<file path="src/exec_regs.svh">
// Offsets, field positions, encodings and reset values of the move/store execution unit.
// Included by the execution module and its bench; definitions only.
`ifndef EXEC_REGS_SVH
`define EXEC_REGS_SVH

// APB byte offsets, one aligned word each
`define ACC_OFS       12'h000
`define BANK_OFS      12'h004
`define PC_HIGH_OFS   12'h008
`define FSR0_OFS      12'h00C
`define FSR1_OFS      12'h010
`define STATUS_OFS    12'h014
`define PWR_STAT_OFS  12'h018
`define EA_OFS        12'h01C
`define CTRL_OFS      12'h020

// Field positions
`define RST_FLAG_BIT  0
`define CTRL_EN_BIT   0

// Reset values
`define ACC_RST       8'h00
`define BANK_RST      6'h00
`define PC_HIGH_RST   7'h00
`define FSR_RST       16'h0000
`define STATUS_RST    8'h18
`define RST_FLAG_RST  1'b1
`define EN_RST        1'b1

// Instruction encodings (14-bit words)
`define LDW_MASK      14'h3F00
`define LDW_VAL       14'h3000
`define LDP_MASK      14'h3F80
`define LDP_VAL       14'h3180
`define LDB_MASK      14'h3FC0
`define LDB_VAL       14'h0140
`define STF_MASK      14'h3F80
`define STF_VAL       14'h0080
`define STI_MASK      14'h3FF8
`define STI_VAL       14'h0018
`define STK_MASK      14'h3F80
`define STK_VAL       14'h3F80
`define RST_VAL       14'h0001
`define IDLE_VAL      14'h0000

// File addresses of the two indirect access ports
`define IND0_ADDR     7'h00
`define IND1_ADDR     7'h01

`endif

</file>
<file path="src/exec_pkg.sv">
// Types shared by the move/store execution unit.
// Assumes exec_regs.svh holds the numeric constants.
package exec_pkg;

   typedef enum logic [3:0] {
      OP_IDLE, OP_LDB, OP_LDP, OP_LDW, OP_STF, OP_STI, OP_STK, OP_RST, OP_OTHER
   } op_type;

   // Declaration order gives codes 00, 01, 10, 11
   typedef enum logic [1:0] {
      PRE_INC, PRE_DEC, POST_INC, POST_DEC
   } upd_type;

endpackage

</file>
<file path="src/literal_and_indirect_move_exec.sv">
// Execution of literal loads, accumulator stores, indirect stores and software reset.
// Assumes the decoder presents one instruction word per cycle on pclk; the register
// file sits outside and takes one byte write per cycle on the file port.
//
// The implementer's own choices: the placing of the registers and the APB register port.
`timescale 1ns/1ps
`include "exec_regs.svh"

module literal_and_indirect_move_exec (
   input  wire logic        pclk,             // Core clock, 20 MHz
   input  wire logic        presetn,          // Async reset, active low
   input  wire logic        psel,             // APB select
   input  wire logic        penable,          // APB enable
   input  wire logic        pwrite,           // APB direction
   input  wire logic [11:0] paddr,            // APB byte address
   input  wire logic [31:0] pwdata,           // APB write data
   output logic      [31:0] prdata,           // APB read data
   output logic             pready,           // APB ready
   output logic             pslverr,          // APB error, unmapped
   input  wire logic        instr_valid,      // Instruction word valid
   input  wire logic [13:0] instr_word,       // Instruction word
   output logic             file_we,          // File write strobe
   output logic      [15:0] file_addr,        // File write address
   output logic      [7:0]  file_wdata,       // File write data
   output logic             soft_reset_pulse, // Device reset request
   output logic      [5:0]  bank_out,         // Bank select value
   output logic      [6:0]  pc_high_out,      // PC high latch value
   output logic      [7:0]  acc_out           // Accumulator value
);

   // ----------------------------------------------------------------
   // Functions
   // ----------------------------------------------------------------
   function automatic exec_pkg::op_type decode(input logic [13:0] w);
      if (w == `IDLE_VAL) begin
         decode = exec_pkg::OP_IDLE;
      end else if (w == `RST_VAL) begin
         decode = exec_pkg::OP_RST;
      end else if ((w & `LDW_MASK) == `LDW_VAL) begin
         decode = exec_pkg::OP_LDW;
      end else if ((w & `LDP_MASK) == `LDP_VAL) begin
         decode = exec_pkg::OP_LDP;
      end else if ((w & `LDB_MASK) == `LDB_VAL) begin
         decode = exec_pkg::OP_LDB;
      end else if ((w & `STF_MASK) == `STF_VAL) begin
         decode = exec_pkg::OP_STF;
      end else if ((w & `STI_MASK) == `STI_VAL) begin
         decode = exec_pkg::OP_STI;
      end else if ((w & `STK_MASK) == `STK_VAL) begin
         decode = exec_pkg::OP_STK;
      end else begin
         decode = exec_pkg::OP_OTHER;
      end
   endfunction

   function automatic logic [15:0] ea_calc(input logic [15:0] p, input logic rel,
                                           input logic [1:0] upd, input logic [5:0] k);
      if (rel) begin
         ea_calc = p + {{10{k[5]}}, k};
      end else if (upd == exec_pkg::PRE_INC) begin
         ea_calc = p + 16'h0001;
      end else if (upd == exec_pkg::PRE_DEC) begin
         ea_calc = p - 16'h0001;
      end else begin
         ea_calc = p;
      end
   endfunction

   function automatic logic [15:0] ptr_next(input logic [15:0] p, input logic rel,
                                            input logic [1:0] upd);
      if (rel) begin
         ptr_next = p;
      end else if (!upd[0]) begin
         ptr_next = p + 16'h0001;
      end else begin
         ptr_next = p - 16'h0001;
      end
   endfunction

   function automatic logic addr_ok(input logic [11:0] a);
      if (a == `ACC_OFS) begin
         addr_ok = 1'b1;
      end else if (a == `BANK_OFS || a == `PC_HIGH_OFS) begin
         addr_ok = 1'b1;
      end else if (a == `FSR0_OFS || a == `FSR1_OFS) begin
         addr_ok = 1'b1;
      end else if (a == `STATUS_OFS || a == `PWR_STAT_OFS) begin
         addr_ok = 1'b1;
      end else if (a == `EA_OFS || a == `CTRL_OFS) begin
         addr_ok = 1'b1;
      end else begin
         addr_ok = 1'b0;
      end
   endfunction

   // ----------------------------------------------------------------
   // State and decode
   // ----------------------------------------------------------------
   logic [7:0]       acc_ff;
   logic [5:0]       bank_ff;
   logic [6:0]       pc_high_ff;
   logic [15:0]      fsr_ff [0:1];
   logic [7:0]       status_ff;
   logic             rst_flag_ff;
   logic             en_ff;
   logic [15:0]      ea_ff;
   logic             soft_rst_ff;
   logic             file_we_ff;
   logic [15:0]      file_addr_ff;
   logic [7:0]       file_wdata_ff;
   logic [31:0]      prdata_ff;
   logic [31:0]      nxt_prdata;
   exec_pkg::op_type op;
   logic             exec;
   logic             is_ind;
   logic             rel;
   logic             ptr_sel;
   logic [15:0]      fsr_sel;
   logic [15:0]      ind_ea;
   logic [6:0]       f_addr;
   logic             apb_wr;
   logic             apb_setup;

   assign op      = decode(instr_word);
   // The cycle that carries out a reset swallows any instruction beside it
   assign exec    = instr_valid && en_ff && !soft_rst_ff;
   assign rel     = (op == exec_pkg::OP_STK);
   assign is_ind  = rel || (op == exec_pkg::OP_STI);
   assign ptr_sel = rel ? instr_word[6] : instr_word[2];
   assign fsr_sel = fsr_ff[ptr_sel];
   assign f_addr  = instr_word[6:0];
   assign ind_ea  = ea_calc(fsr_sel, rel, instr_word[1:0], instr_word[5:0]);

   assign apb_wr    = psel && penable && pwrite && addr_ok(paddr);
   assign apb_setup = psel && !penable;

   // ----------------------------------------------------------------
   // Architectural registers
   // ----------------------------------------------------------------
   // Instruction writes win over an APB write in the same cycle
   // literal to accumulator
   always_ff @(posedge pclk or negedge presetn) begin
      if (!presetn) begin
         acc_ff <= `ACC_RST;
      end else if (soft_rst_ff) begin
         acc_ff <= `ACC_RST;
      end else if (exec && op == exec_pkg::OP_LDW) begin
         acc_ff <= instr_word[7:0];
      end else if (apb_wr && paddr == `ACC_OFS) begin
         acc_ff <= pwdata[7:0];
      end
   end

   always_ff @(posedge pclk or negedge presetn) begin
      if (!presetn) begin
         bank_ff <= `BANK_RST;
      end else if (soft_rst_ff) begin
         bank_ff <= `BANK_RST;
      end else if (exec && op == exec_pkg::OP_LDB) begin
         bank_ff <= instr_word[5:0];
      end else if (apb_wr && paddr == `BANK_OFS) begin
         bank_ff <= pwdata[5:0];
      end
   end

   always_ff @(posedge pclk or negedge presetn) begin
      if (!presetn) begin
         pc_high_ff <= `PC_HIGH_RST;
      end else if (soft_rst_ff) begin
         pc_high_ff <= `PC_HIGH_RST;
      end else if (exec && op == exec_pkg::OP_LDP) begin
         pc_high_ff <= instr_word[6:0];
      end else if (apb_wr && paddr == `PC_HIGH_OFS) begin
         pc_high_ff <= pwdata[6:0];
      end
   end

   always_ff @(posedge pclk or negedge presetn) begin
      if (!presetn) begin
         fsr_ff[0] <= `FSR_RST;
         fsr_ff[1] <= `FSR_RST;
      end else if (soft_rst_ff) begin
         fsr_ff[0] <= `FSR_RST;
         fsr_ff[1] <= `FSR_RST;
      end else begin
         for (int i = 0; i < 2; i++) begin
            if (exec && is_ind && !rel && ptr_sel == i[0]) begin
               fsr_ff[i] <= ptr_next(fsr_ff[i], rel, instr_word[1:0]);
            end else if (apb_wr && paddr == (i == 0 ? `FSR0_OFS : `FSR1_OFS)) begin
               fsr_ff[i] <= pwdata[15:0];
            end
         end
      end
   end

   // flags change only by an APB write or the software reset, never by the other instructions
   always_ff @(posedge pclk or negedge presetn) begin
      if (!presetn) begin
         status_ff <= `STATUS_RST;
      end else if (soft_rst_ff) begin
         status_ff <= `STATUS_RST;
      end else if (apb_wr && paddr == `STATUS_OFS) begin
         status_ff <= pwdata[7:0];
      end
   end

   always_ff @(posedge pclk or negedge presetn) begin
      if (!presetn) begin
         en_ff <= `EN_RST;
      end else if (soft_rst_ff) begin
         en_ff <= `EN_RST;
      end else if (apb_wr && paddr == `CTRL_OFS) begin
         en_ff <= pwdata[`CTRL_EN_BIT];
      end
   end

   // ----------------------------------------------------------------
   // Software reset
   // ----------------------------------------------------------------
   // reset request, one cycle long
   always_ff @(posedge pclk or negedge presetn) begin
      if (!presetn) begin
         soft_rst_ff <= 1'b0;
      end else begin
         soft_rst_ff <= exec && op == exec_pkg::OP_RST;
      end
   end

   // Flag survives the software reset so software can see its cause;
   // the hardware clear wins over a software write in the same cycle
   // reset cause flag
   always_ff @(posedge pclk or negedge presetn) begin
      if (!presetn) begin
         rst_flag_ff <= `RST_FLAG_RST;
      end else if (exec && op == exec_pkg::OP_RST) begin
         rst_flag_ff <= 1'b0;
      end else if (apb_wr && paddr == `PWR_STAT_OFS) begin
         rst_flag_ff <= pwdata[`RST_FLAG_BIT];
      end
   end

   // ----------------------------------------------------------------
   // File write port
   // ----------------------------------------------------------------
   // store in one cycle, port redirected
   always_ff @(posedge pclk or negedge presetn) begin
      if (!presetn) begin
         file_we_ff    <= 1'b0;
         file_addr_ff  <= 16'h0000;
         file_wdata_ff <= 8'h00;
         ea_ff         <= 16'h0000;
      end else begin
         file_we_ff <= exec && (is_ind || op == exec_pkg::OP_STF);
         if (exec && is_ind) begin
            file_addr_ff  <= ind_ea;
            file_wdata_ff <= acc_ff;
            ea_ff         <= ind_ea;
         end else if (exec && op == exec_pkg::OP_STF) begin
            file_wdata_ff <= acc_ff;
            if (f_addr == `IND0_ADDR || f_addr == `IND1_ADDR) begin
               file_addr_ff <= fsr_ff[f_addr[0]];
               ea_ff        <= fsr_ff[f_addr[0]];
            end else begin
               file_addr_ff <= {3'h0, bank_ff, f_addr};
            end
         end
      end
   end

   // ----------------------------------------------------------------
   // APB slave
   // ----------------------------------------------------------------
   // Read data is sampled in the setup cycle; zero wait states
   always_comb begin
      nxt_prdata = 32'h00000000;
      if (paddr == `ACC_OFS) begin
         nxt_prdata[7:0] = acc_ff;
      end else if (paddr == `BANK_OFS) begin
         nxt_prdata[5:0] = bank_ff;
      end else if (paddr == `PC_HIGH_OFS) begin
         nxt_prdata[6:0] = pc_high_ff;
      end else if (paddr == `FSR0_OFS) begin
         nxt_prdata[15:0] = fsr_ff[0];
      end else if (paddr == `FSR1_OFS) begin
         nxt_prdata[15:0] = fsr_ff[1];
      end else if (paddr == `STATUS_OFS) begin
         nxt_prdata[7:0] = status_ff;
      end else if (paddr == `PWR_STAT_OFS) begin
         nxt_prdata[`RST_FLAG_BIT] = rst_flag_ff;
      end else if (paddr == `EA_OFS) begin
         nxt_prdata[15:0] = ea_ff;
      end else if (paddr == `CTRL_OFS) begin
         nxt_prdata[`CTRL_EN_BIT] = en_ff;
      end
   end

   always_ff @(posedge pclk or negedge presetn) begin
      if (!presetn) begin
         prdata_ff <= 32'h00000000;
      end else if (apb_setup && !pwrite) begin
         prdata_ff <= nxt_prdata;
      end
   end

   assign prdata           = prdata_ff;
   assign pready           = 1'b1;
   assign pslverr          = psel && penable && !addr_ok(paddr);
   assign file_we          = file_we_ff;
   assign file_addr        = file_addr_ff;
   assign file_wdata       = file_wdata_ff;
   assign soft_reset_pulse = soft_rst_ff;
   assign bank_out         = bank_ff;
   assign pc_high_out      = pc_high_ff;
   assign acc_out          = acc_ff;
endmodule

</file>
<file path="config.mk">
export PLATFORM = sky130hd
export DESIGN_NAME = literal_and_indirect_move_exec
export DESIGN_NICKNAME = d
export VERILOG_FILES = /design/src/exec_pkg.sv /design/src/literal_and_indirect_move_exec.sv
export VERILOG_INCLUDE_DIRS = /design/src
export SDC_FILE = /design/constraint.sdc
export NUM_CORES = 1
export LEC_CHECK = 0
export ABC_AREA = 1
export BUFFER_PORTS_ARGS = -buffer_cell sky130_fd_sc_hd__clkbuf_2
export CORE_ASPECT_RATIO = 0.5
export CORE_MARGIN = 5
export CORE_UTILIZATION = 30
export CTS_CLUSTER_SIZE = 16
export DETAILED_ROUTE_END_ITERATION = 6
export RECOVER_POWER = 25
export SLEW_MARGIN = 25
export SYNTH_ARGS = -nofsm -noshare
export SYNTH_HDL_FRONTEND = slang
export SYNTH_SLANG_ARGS = --single-unit
</file>
<file path="constraint.sdc">
create_clock -name pclk -period 6.4 [get_ports pclk]
set_input_delay 0 -clock pclk [delete_from_list [all_inputs] [get_ports pclk]]
set_output_delay 0 -clock pclk [all_outputs]
set_load 0.005 [all_outputs]
</file>
After elaboration in Yosys (flattened, before gate mapping)
Index checks and enable logic that the tools add are counted.
{"block": "totals", "regBits": 121, "latchBits": 0, "ram_bits": 0, "mem_bits_ro": 0, "out_inout_bits": 81, "wordCells": 183, "n_memories": 0}
{"block": "classes", "add_sub_neg": 7, "mul": 0, "div_mod_pow": 0, "magnitude_cmp": 2, "n_eq_ne": 26, "shifts": 0, "muxes": 76, "bitwise": 3, "n_reduce_logical": 55}
{"op": "$mux W16", "n": 25}
{"op": "$mux W15", "n": 8}
{"op": "$mux W8", "n": 11}
{"op": "$add A16 B1 Y16 const B", "n": 3}
{"op": "$eq A12 B5 Y1 const B", "n": 4}
{"op": "$sub A16 B1 Y16 const B", "n": 3}
{"op": "$mux W32", "n": 1}
{"op": "$mux W4", "n": 8}
{"op": "$mux W7", "n": 4}
{"op": "$logic_and A1 B1 Y1", "n": 26}
{"op": "$eq A12 B4 Y1 const B", "n": 2}
{"op": "$mux W6", "n": 4}
{"op": "$add A16 B16 Y16", "n": 1}
{"op": "$eq A4 B3 Y1 const B", "n": 4}
{"op": "$reduce_bool A3 Y1", "n": 5}
{"op": "$eq A14 B1 Y1 const B", "n": 1}
{"op": "$eq A7 B1 Y1 const B", "n": 2}
{"op": "$eq A7 B7 Y1 const B", "n": 2}
{"op": "$logic_not A14 Y1", "n": 1}
{"op": "$mux W1", "n": 13}
{"op": "$eq A12 B3 Y1 const B", "n": 1}
{"op": "$eq A12 B6 Y1 const B", "n": 1}
{"op": "$logic_not A12 Y1", "n": 1}
{"op": "$eq A11 B2 Y1 const B", "n": 1}
{"op": "17 further kinds", "n": 37}

Longest topological paths before layout
{"block": "logic_depth", "ltp_word": 20, "ltp_mapped": 26, "depth_no_buf": 24}

Worst setup path after synthesis
Ideal clock, no wire load.
{"block": "synth_path", "kind": "input to register", "startpoint": "in instr_word[7]", "endpoint": "reg file_addr_ff[10] (netlist: file_addr[10])", "arrival_time_ns": 2.473, "setup_slack_ns": 3.806, "cell_stages": 25, "path_cell_list": "buf_6 nand2_4 nor2_8 nand3_4 nand2_4 buf_6 nand2_4 nand2_4 ha_1 inv_1 fa_1 inv_1 nand3_1 nand2_1 a21boi_0 o21ai_0 nand2_1 nand2_1 nand2_1 nand2_1 a21oi_1 o21ai_0 nand2_1 nand2_1 a21oi_1"}
{"block": "synth_via", "elab_chain_len": 20, "word_cells_on_any_way": 34, "cone_classes": "add/sub: 3; eq/ne: 9; mux: 16; bitwise: 1; reduce/logical: 5"}
{"element": "start, declared", "line": "literal_and_indirect_move_exec.sv:21", "rtl": "input wire logic [13:0] instr_word,"}
{"element": "$eq A7 B7 Y1 (no line)"}
{"element": "$mux W4", "line": "literal_and_indirect_move_exec.sv:49", "rtl": "end else if ((w & `STK_MASK) == `STK_VAL) begin"}
{"element": "$mux W4", "line": "literal_and_indirect_move_exec.sv:47", "rtl": "end else if ((w & `STI_MASK) == `STI_VAL) begin"}
{"element": "$mux W4", "line": "literal_and_indirect_move_exec.sv:45", "rtl": "end else if ((w & `STF_MASK) == `STF_VAL) begin"}
{"element": "$mux W4", "line": "literal_and_indirect_move_exec.sv:43", "rtl": "end else if ((w & `LDB_MASK) == `LDB_VAL) begin"}
{"element": "$mux W4", "line": "literal_and_indirect_move_exec.sv:41", "rtl": "end else if ((w & `LDP_MASK) == `LDP_VAL) begin"}
{"element": "$mux W4", "line": "literal_and_indirect_move_exec.sv:39", "rtl": "end else if ((w & `LDW_MASK) == `LDW_VAL) begin"}
{"element": "$mux W4", "line": "literal_and_indirect_move_exec.sv:37", "rtl": "end else if (w == `RST_VAL) begin"}
{"element": "[... 2 more ...]"}
{"element": "$mux W1", "line": "literal_and_indirect_move_exec.sv:129", "rtl": "assign ptr_sel = rel ? instr_word[6] : instr_word[2];"}
{"element": "$not A1 Y2 (not written as such)", "line": "literal_and_indirect_move_exec.sv:130", "rtl": "assign fsr_sel = fsr_ff[ptr_sel];"}
{"element": "$mux W16 (not written as such) (3 in a row)", "line": "literal_and_indirect_move_exec.sv:130"}
{"element": "$sub A16 B1 Y16", "line": "literal_and_indirect_move_exec.sv:63", "rtl": "ea_calc = p - 16'h0001;"}
{"element": "$mux W16", "line": "literal_and_indirect_move_exec.sv:62", "rtl": "end else if (upd == exec_pkg::PRE_DEC) begin"}
{"element": "$mux W16", "line": "literal_and_indirect_move_exec.sv:60", "rtl": "end else if (upd == exec_pkg::PRE_INC) begin"}
{"element": "$mux W16", "line": "literal_and_indirect_move_exec.sv:58", "rtl": "if (rel) begin"}
{"element": "$mux W16", "line": "literal_and_indirect_move_exec.sv:254", "rtl": "if (exec && is_ind) begin"}
{"element": "end signal, assigned", "line": "literal_and_indirect_move_exec.sv:255", "rtl": "file_addr_ff <= ind_ea;"}
{"element": "end signal, assigned", "line": "literal_and_indirect_move_exec.sv:261", "rtl": "file_addr_ff <= fsr_ff[f_addr[0]];"}
{"element": "end signal, assigned", "line": "literal_and_indirect_move_exec.sv:264", "rtl": "file_addr_ff <= {3'h0, bank_ff, f_addr};"}
{"element": "end, declared", "line": "literal_and_indirect_move_exec.sv:109", "rtl": "logic [15:0] file_addr_ff;"}
Every way passes the cells marked *; elsewhere a longest branch is shown, timed or not. The select of a mux whose other input is x is not followed.
A chain may end at the register's enable or synchronous reset.

==> impl_metrics.ini <==
[worst_setup_path]
reg2reg_to = fsr_ff[5]$_DFFE_PN0P_
reg2reg_depth = 13
cp_max_fo = 73
crit_top_cell = clkbuf_1
critical_path_depth = 3
required_ns = 5.93
critical_path.cell_chain = dlygate4sd3_1, clkbuf_1, clkbuf_1
r2r_start = soft_reset_pulse$_DFF_PN0_
slowest_stage = clkbuf_1
critPathArrivalTime_ns = 3.75
critPathKind = input port to async pin
max_stage_delay_ns = 2.99
ff2ff_setup_slack_ns = 2.83
cp_top_family = buffers and inverters
cp.buffers_inverters = 3
cp-start-kind = input port
end_kind = async pin

[sta]
period_share_pct = 65.8
worst_pin_slew_ns = 4.31
drv_slew = 74
skew_ns = 0.0156
timing.fmax_mhz = 237
holdWs_ns = 0.0327
finalHoldViolations = 0
rsz0062_at_grt = no
setup_viol = 0
setup_tns_ns = 0
min_period_ns = 4.21
relSlewSlack_pct = -187

[clock_network]
cts_setup_buffers = 0
cts_buffer_depth = 2
numCtsBuffers = 17
clkSinkCount = 121
cts_resized = 0
htreeDepth = 4
clock_latency_ns = 0.43
cts.clk_slew.worst_paths_ns = 0.06
cts_root_buffer = clkbuf_16
cts_tree = built

[routing]
ant_nets = 0
drt_iter0_drc = 1075
wl_per_cell_um = 18.6
detail_route.vias_per_cell = 5.25
vias = 10600
wl_um = 37500
drt_pass1_iterations = 6
post-route-drc-count = 0

[global_routing]
grt_max_degree = 74
overflow = 0
grt_pass1_wl_um = 57500
grt_util_all_layers_pct = 19.7
grt_pass1_vias = 9892
antenna_found_initial = 0

[status]
violations = max-capacitance violations, max-slew violations
status = finished, violations left

[flow_run]
drv_cap = 1

[final_layout]
nNetsFinal = 1670
synthToLayoutAreaGrowth_pct = 17.0
drive_gt1_share_pct = 14.5
design_area_um2 = 11700

[floorplan]
core_um2 = 33000
chipHeight_um = 139
dieArea_um2 = 37300
die_w_um = 268
row_count = 47
initial_core_util_pct = 30.3
pin_count = 145

[pwr]
p_leak_nw = 5.77
cellPowerDensity_nw_per_um2 = 220
ir_drop_v = 0.000176

[min_path]
holdPathEnd = status_ff[6]$_DFFE_PN0P_
worstHoldStart = pwdata[6]
min_path_type = input port to register
min_path_cells = 3

[yosys]
yosysSeqAreaShare_pct = 30.3
synth_area_um2 = 10000
synth_cell_type_count = 53
synth_warnings = 0
syn_area_per_cell_um2 = 6.92
synthArstFlopShare_pct = 100
synth_edf_count = 0
synthFlopType = dfrtp_1
ys_ff_latch = 121
syn_inst = 1444

[place]
port_buffers = 111
detailed_place_hpwl_um = 29000
placed_area_um2 = 10900
globalplace.congestion = 0.938
[per-layer routing]
| layer | track usage (%) | up-vias | routed length [µm] |
|---|---|---|---|
| li1 | - | 5050 | - |
| met1 | 27.6 | 5014 | 16800 |
| met2 | 31.0 | 444 | 17100 |
| met3 | 3.40 | 60 | 2710 |
| met4 | 6.22 | 0 | 931 |
| met5 | 0 | - | 0 |
[cells by family (layout without fill, tap and decap cells)]
kind of cell | after synthesis | in the layout | synth area share, %
DFF | 121 | 121 | 30.3
muxes | 1 | 1 | 0.100
xor gates and xnor gates | 36 | 36 | 3.15
and+or+nand+nor | 665 | 665 | 30.0
adders and majority gates | 48 | 48 | 6.23
other | 2 | 18 | 0.0751
AOI/OAI and AO/OA | 336 | 336 | 19.9
buffers and inverters | 235 | 346 | 10.1
[how the worst max path moves through the flow]
stage	start	endpoint	slack (ns)
finish	presetn	file_addr[14]$_DFFE_PN0P_	2.19
global route	presetn	file_addr[14]$_DFFE_PN0P_	1.40
CTS	soft_reset_pulse$_DFF_PN0_	file_addr[15]$_DFFE_PN0P_	2.67
detailed placement	instr_word[5]	ea_ff[13]$_DFFE_PN0P_	2.43
global placement	instr_word[5]	file_addr[13]$_DFFE_PN0P_	2.48
floorplan	instr_word[7]	file_addr[10]$_DFFE_PN0P_	3.81
[power breakdown]
group	switching (W)	internal, W	total, W
Clock	0.000394	0.000691	0.00108
Combinational	0.000379	0.000222	0.000601
Sequential	0.0000695	0.000818	0.000887
[sequential cells by signal, summed over array words and instances, names as in the netlist]
| register | cells |
|---|---|
| file_we | 1 |
| ea_ff | 16 |
| file_addr | 16 |
| bank_out | 6 |
| prdata | 16 |
| soft_reset_pulse | 1 |
| fsr_ff | 32 |
| status_ff | 8 |
| acc_out | 8 |
| rst_flag_ff | 1 |
| en_ff | 1 |
| pc_high_out | 7 |
| file_wdata | 8 |
[area by class of cell]
class	count	area (µm²)
fillers	3577	21300
multi-input cells	1103	6010
flip-flops and latches	121	3030
repair buffers	135	776
inverters	180	676
well taps	441	552
clock buffers	17	425
clock inverters	14	220
diodes	1	2.50
[worst min-delay path: cells and delay by family]
family / cells / cell delay [ns]
AOI/OAI and AO/OA: 1 / 0.09
buffers and inverters: 2 / 0.33
[placed cells by master, fill, tap and decap left out, drive strengths merged, types with 9 or more instances in the layout]
master and instances:
o22ai 47, a221oi 12, xor2 31, nand4 13, nor3 31, conb 17, o31ai 9, nand3 94
o2111ai 15, nor2 137, clkbuf 129, a21oi 93, dlygate4sd3 18, dfrtp 117, ha 45, nand2 375
inv 181, or2 14, o21ai 115
[timing repair]
| item | 4_1_cts | 5_1_grt |
|---|---|---|
| hold buffers | 18 | 0 |
| hold endpoints to repair | 102 | 0 |
| setup endpoints to repair | 0 | 0 |
[synth_stat cells, types with 12 or more instances]
cell	number	area share [%]
o22ai_1	47	2.9
nand4_1	13	0.81
nand2_4	13	1.5
clkbuf_1	17	0.64
xor2_1	31	2.7
nand2_2	16	1.0
nor3_1	30	1.5
or2_2	13	0.81
dfrtp_1	117	29
o2111ai_1	15	1.3
a221oi_1	12	1.1
ha_1	45	5.6
buf_4	21	1.6
nand3_1	88	4.4
nor2_1	125	4.7
o21ai_0	101	5.1
inv_1	169	6.3
a21oi_1	93	4.7
buf_2	12	0.60
nand2_1	344	13
[stage by stage]
stage	util (%)	total power, W	instances	setup slack (ns)
after floorplan	-	0.00127	1459	3.81
after global placement	33.0	0.00148	1962	2.48
after detailed placement	33.0	0.00148	1962	2.43
after CTS	35.5	0.00257	2011	2.67
after global routing	35.4	0.00269	2011	1.40
final	35.4	0.00257	2012	2.19
Power figures use the tool's default switching activity.
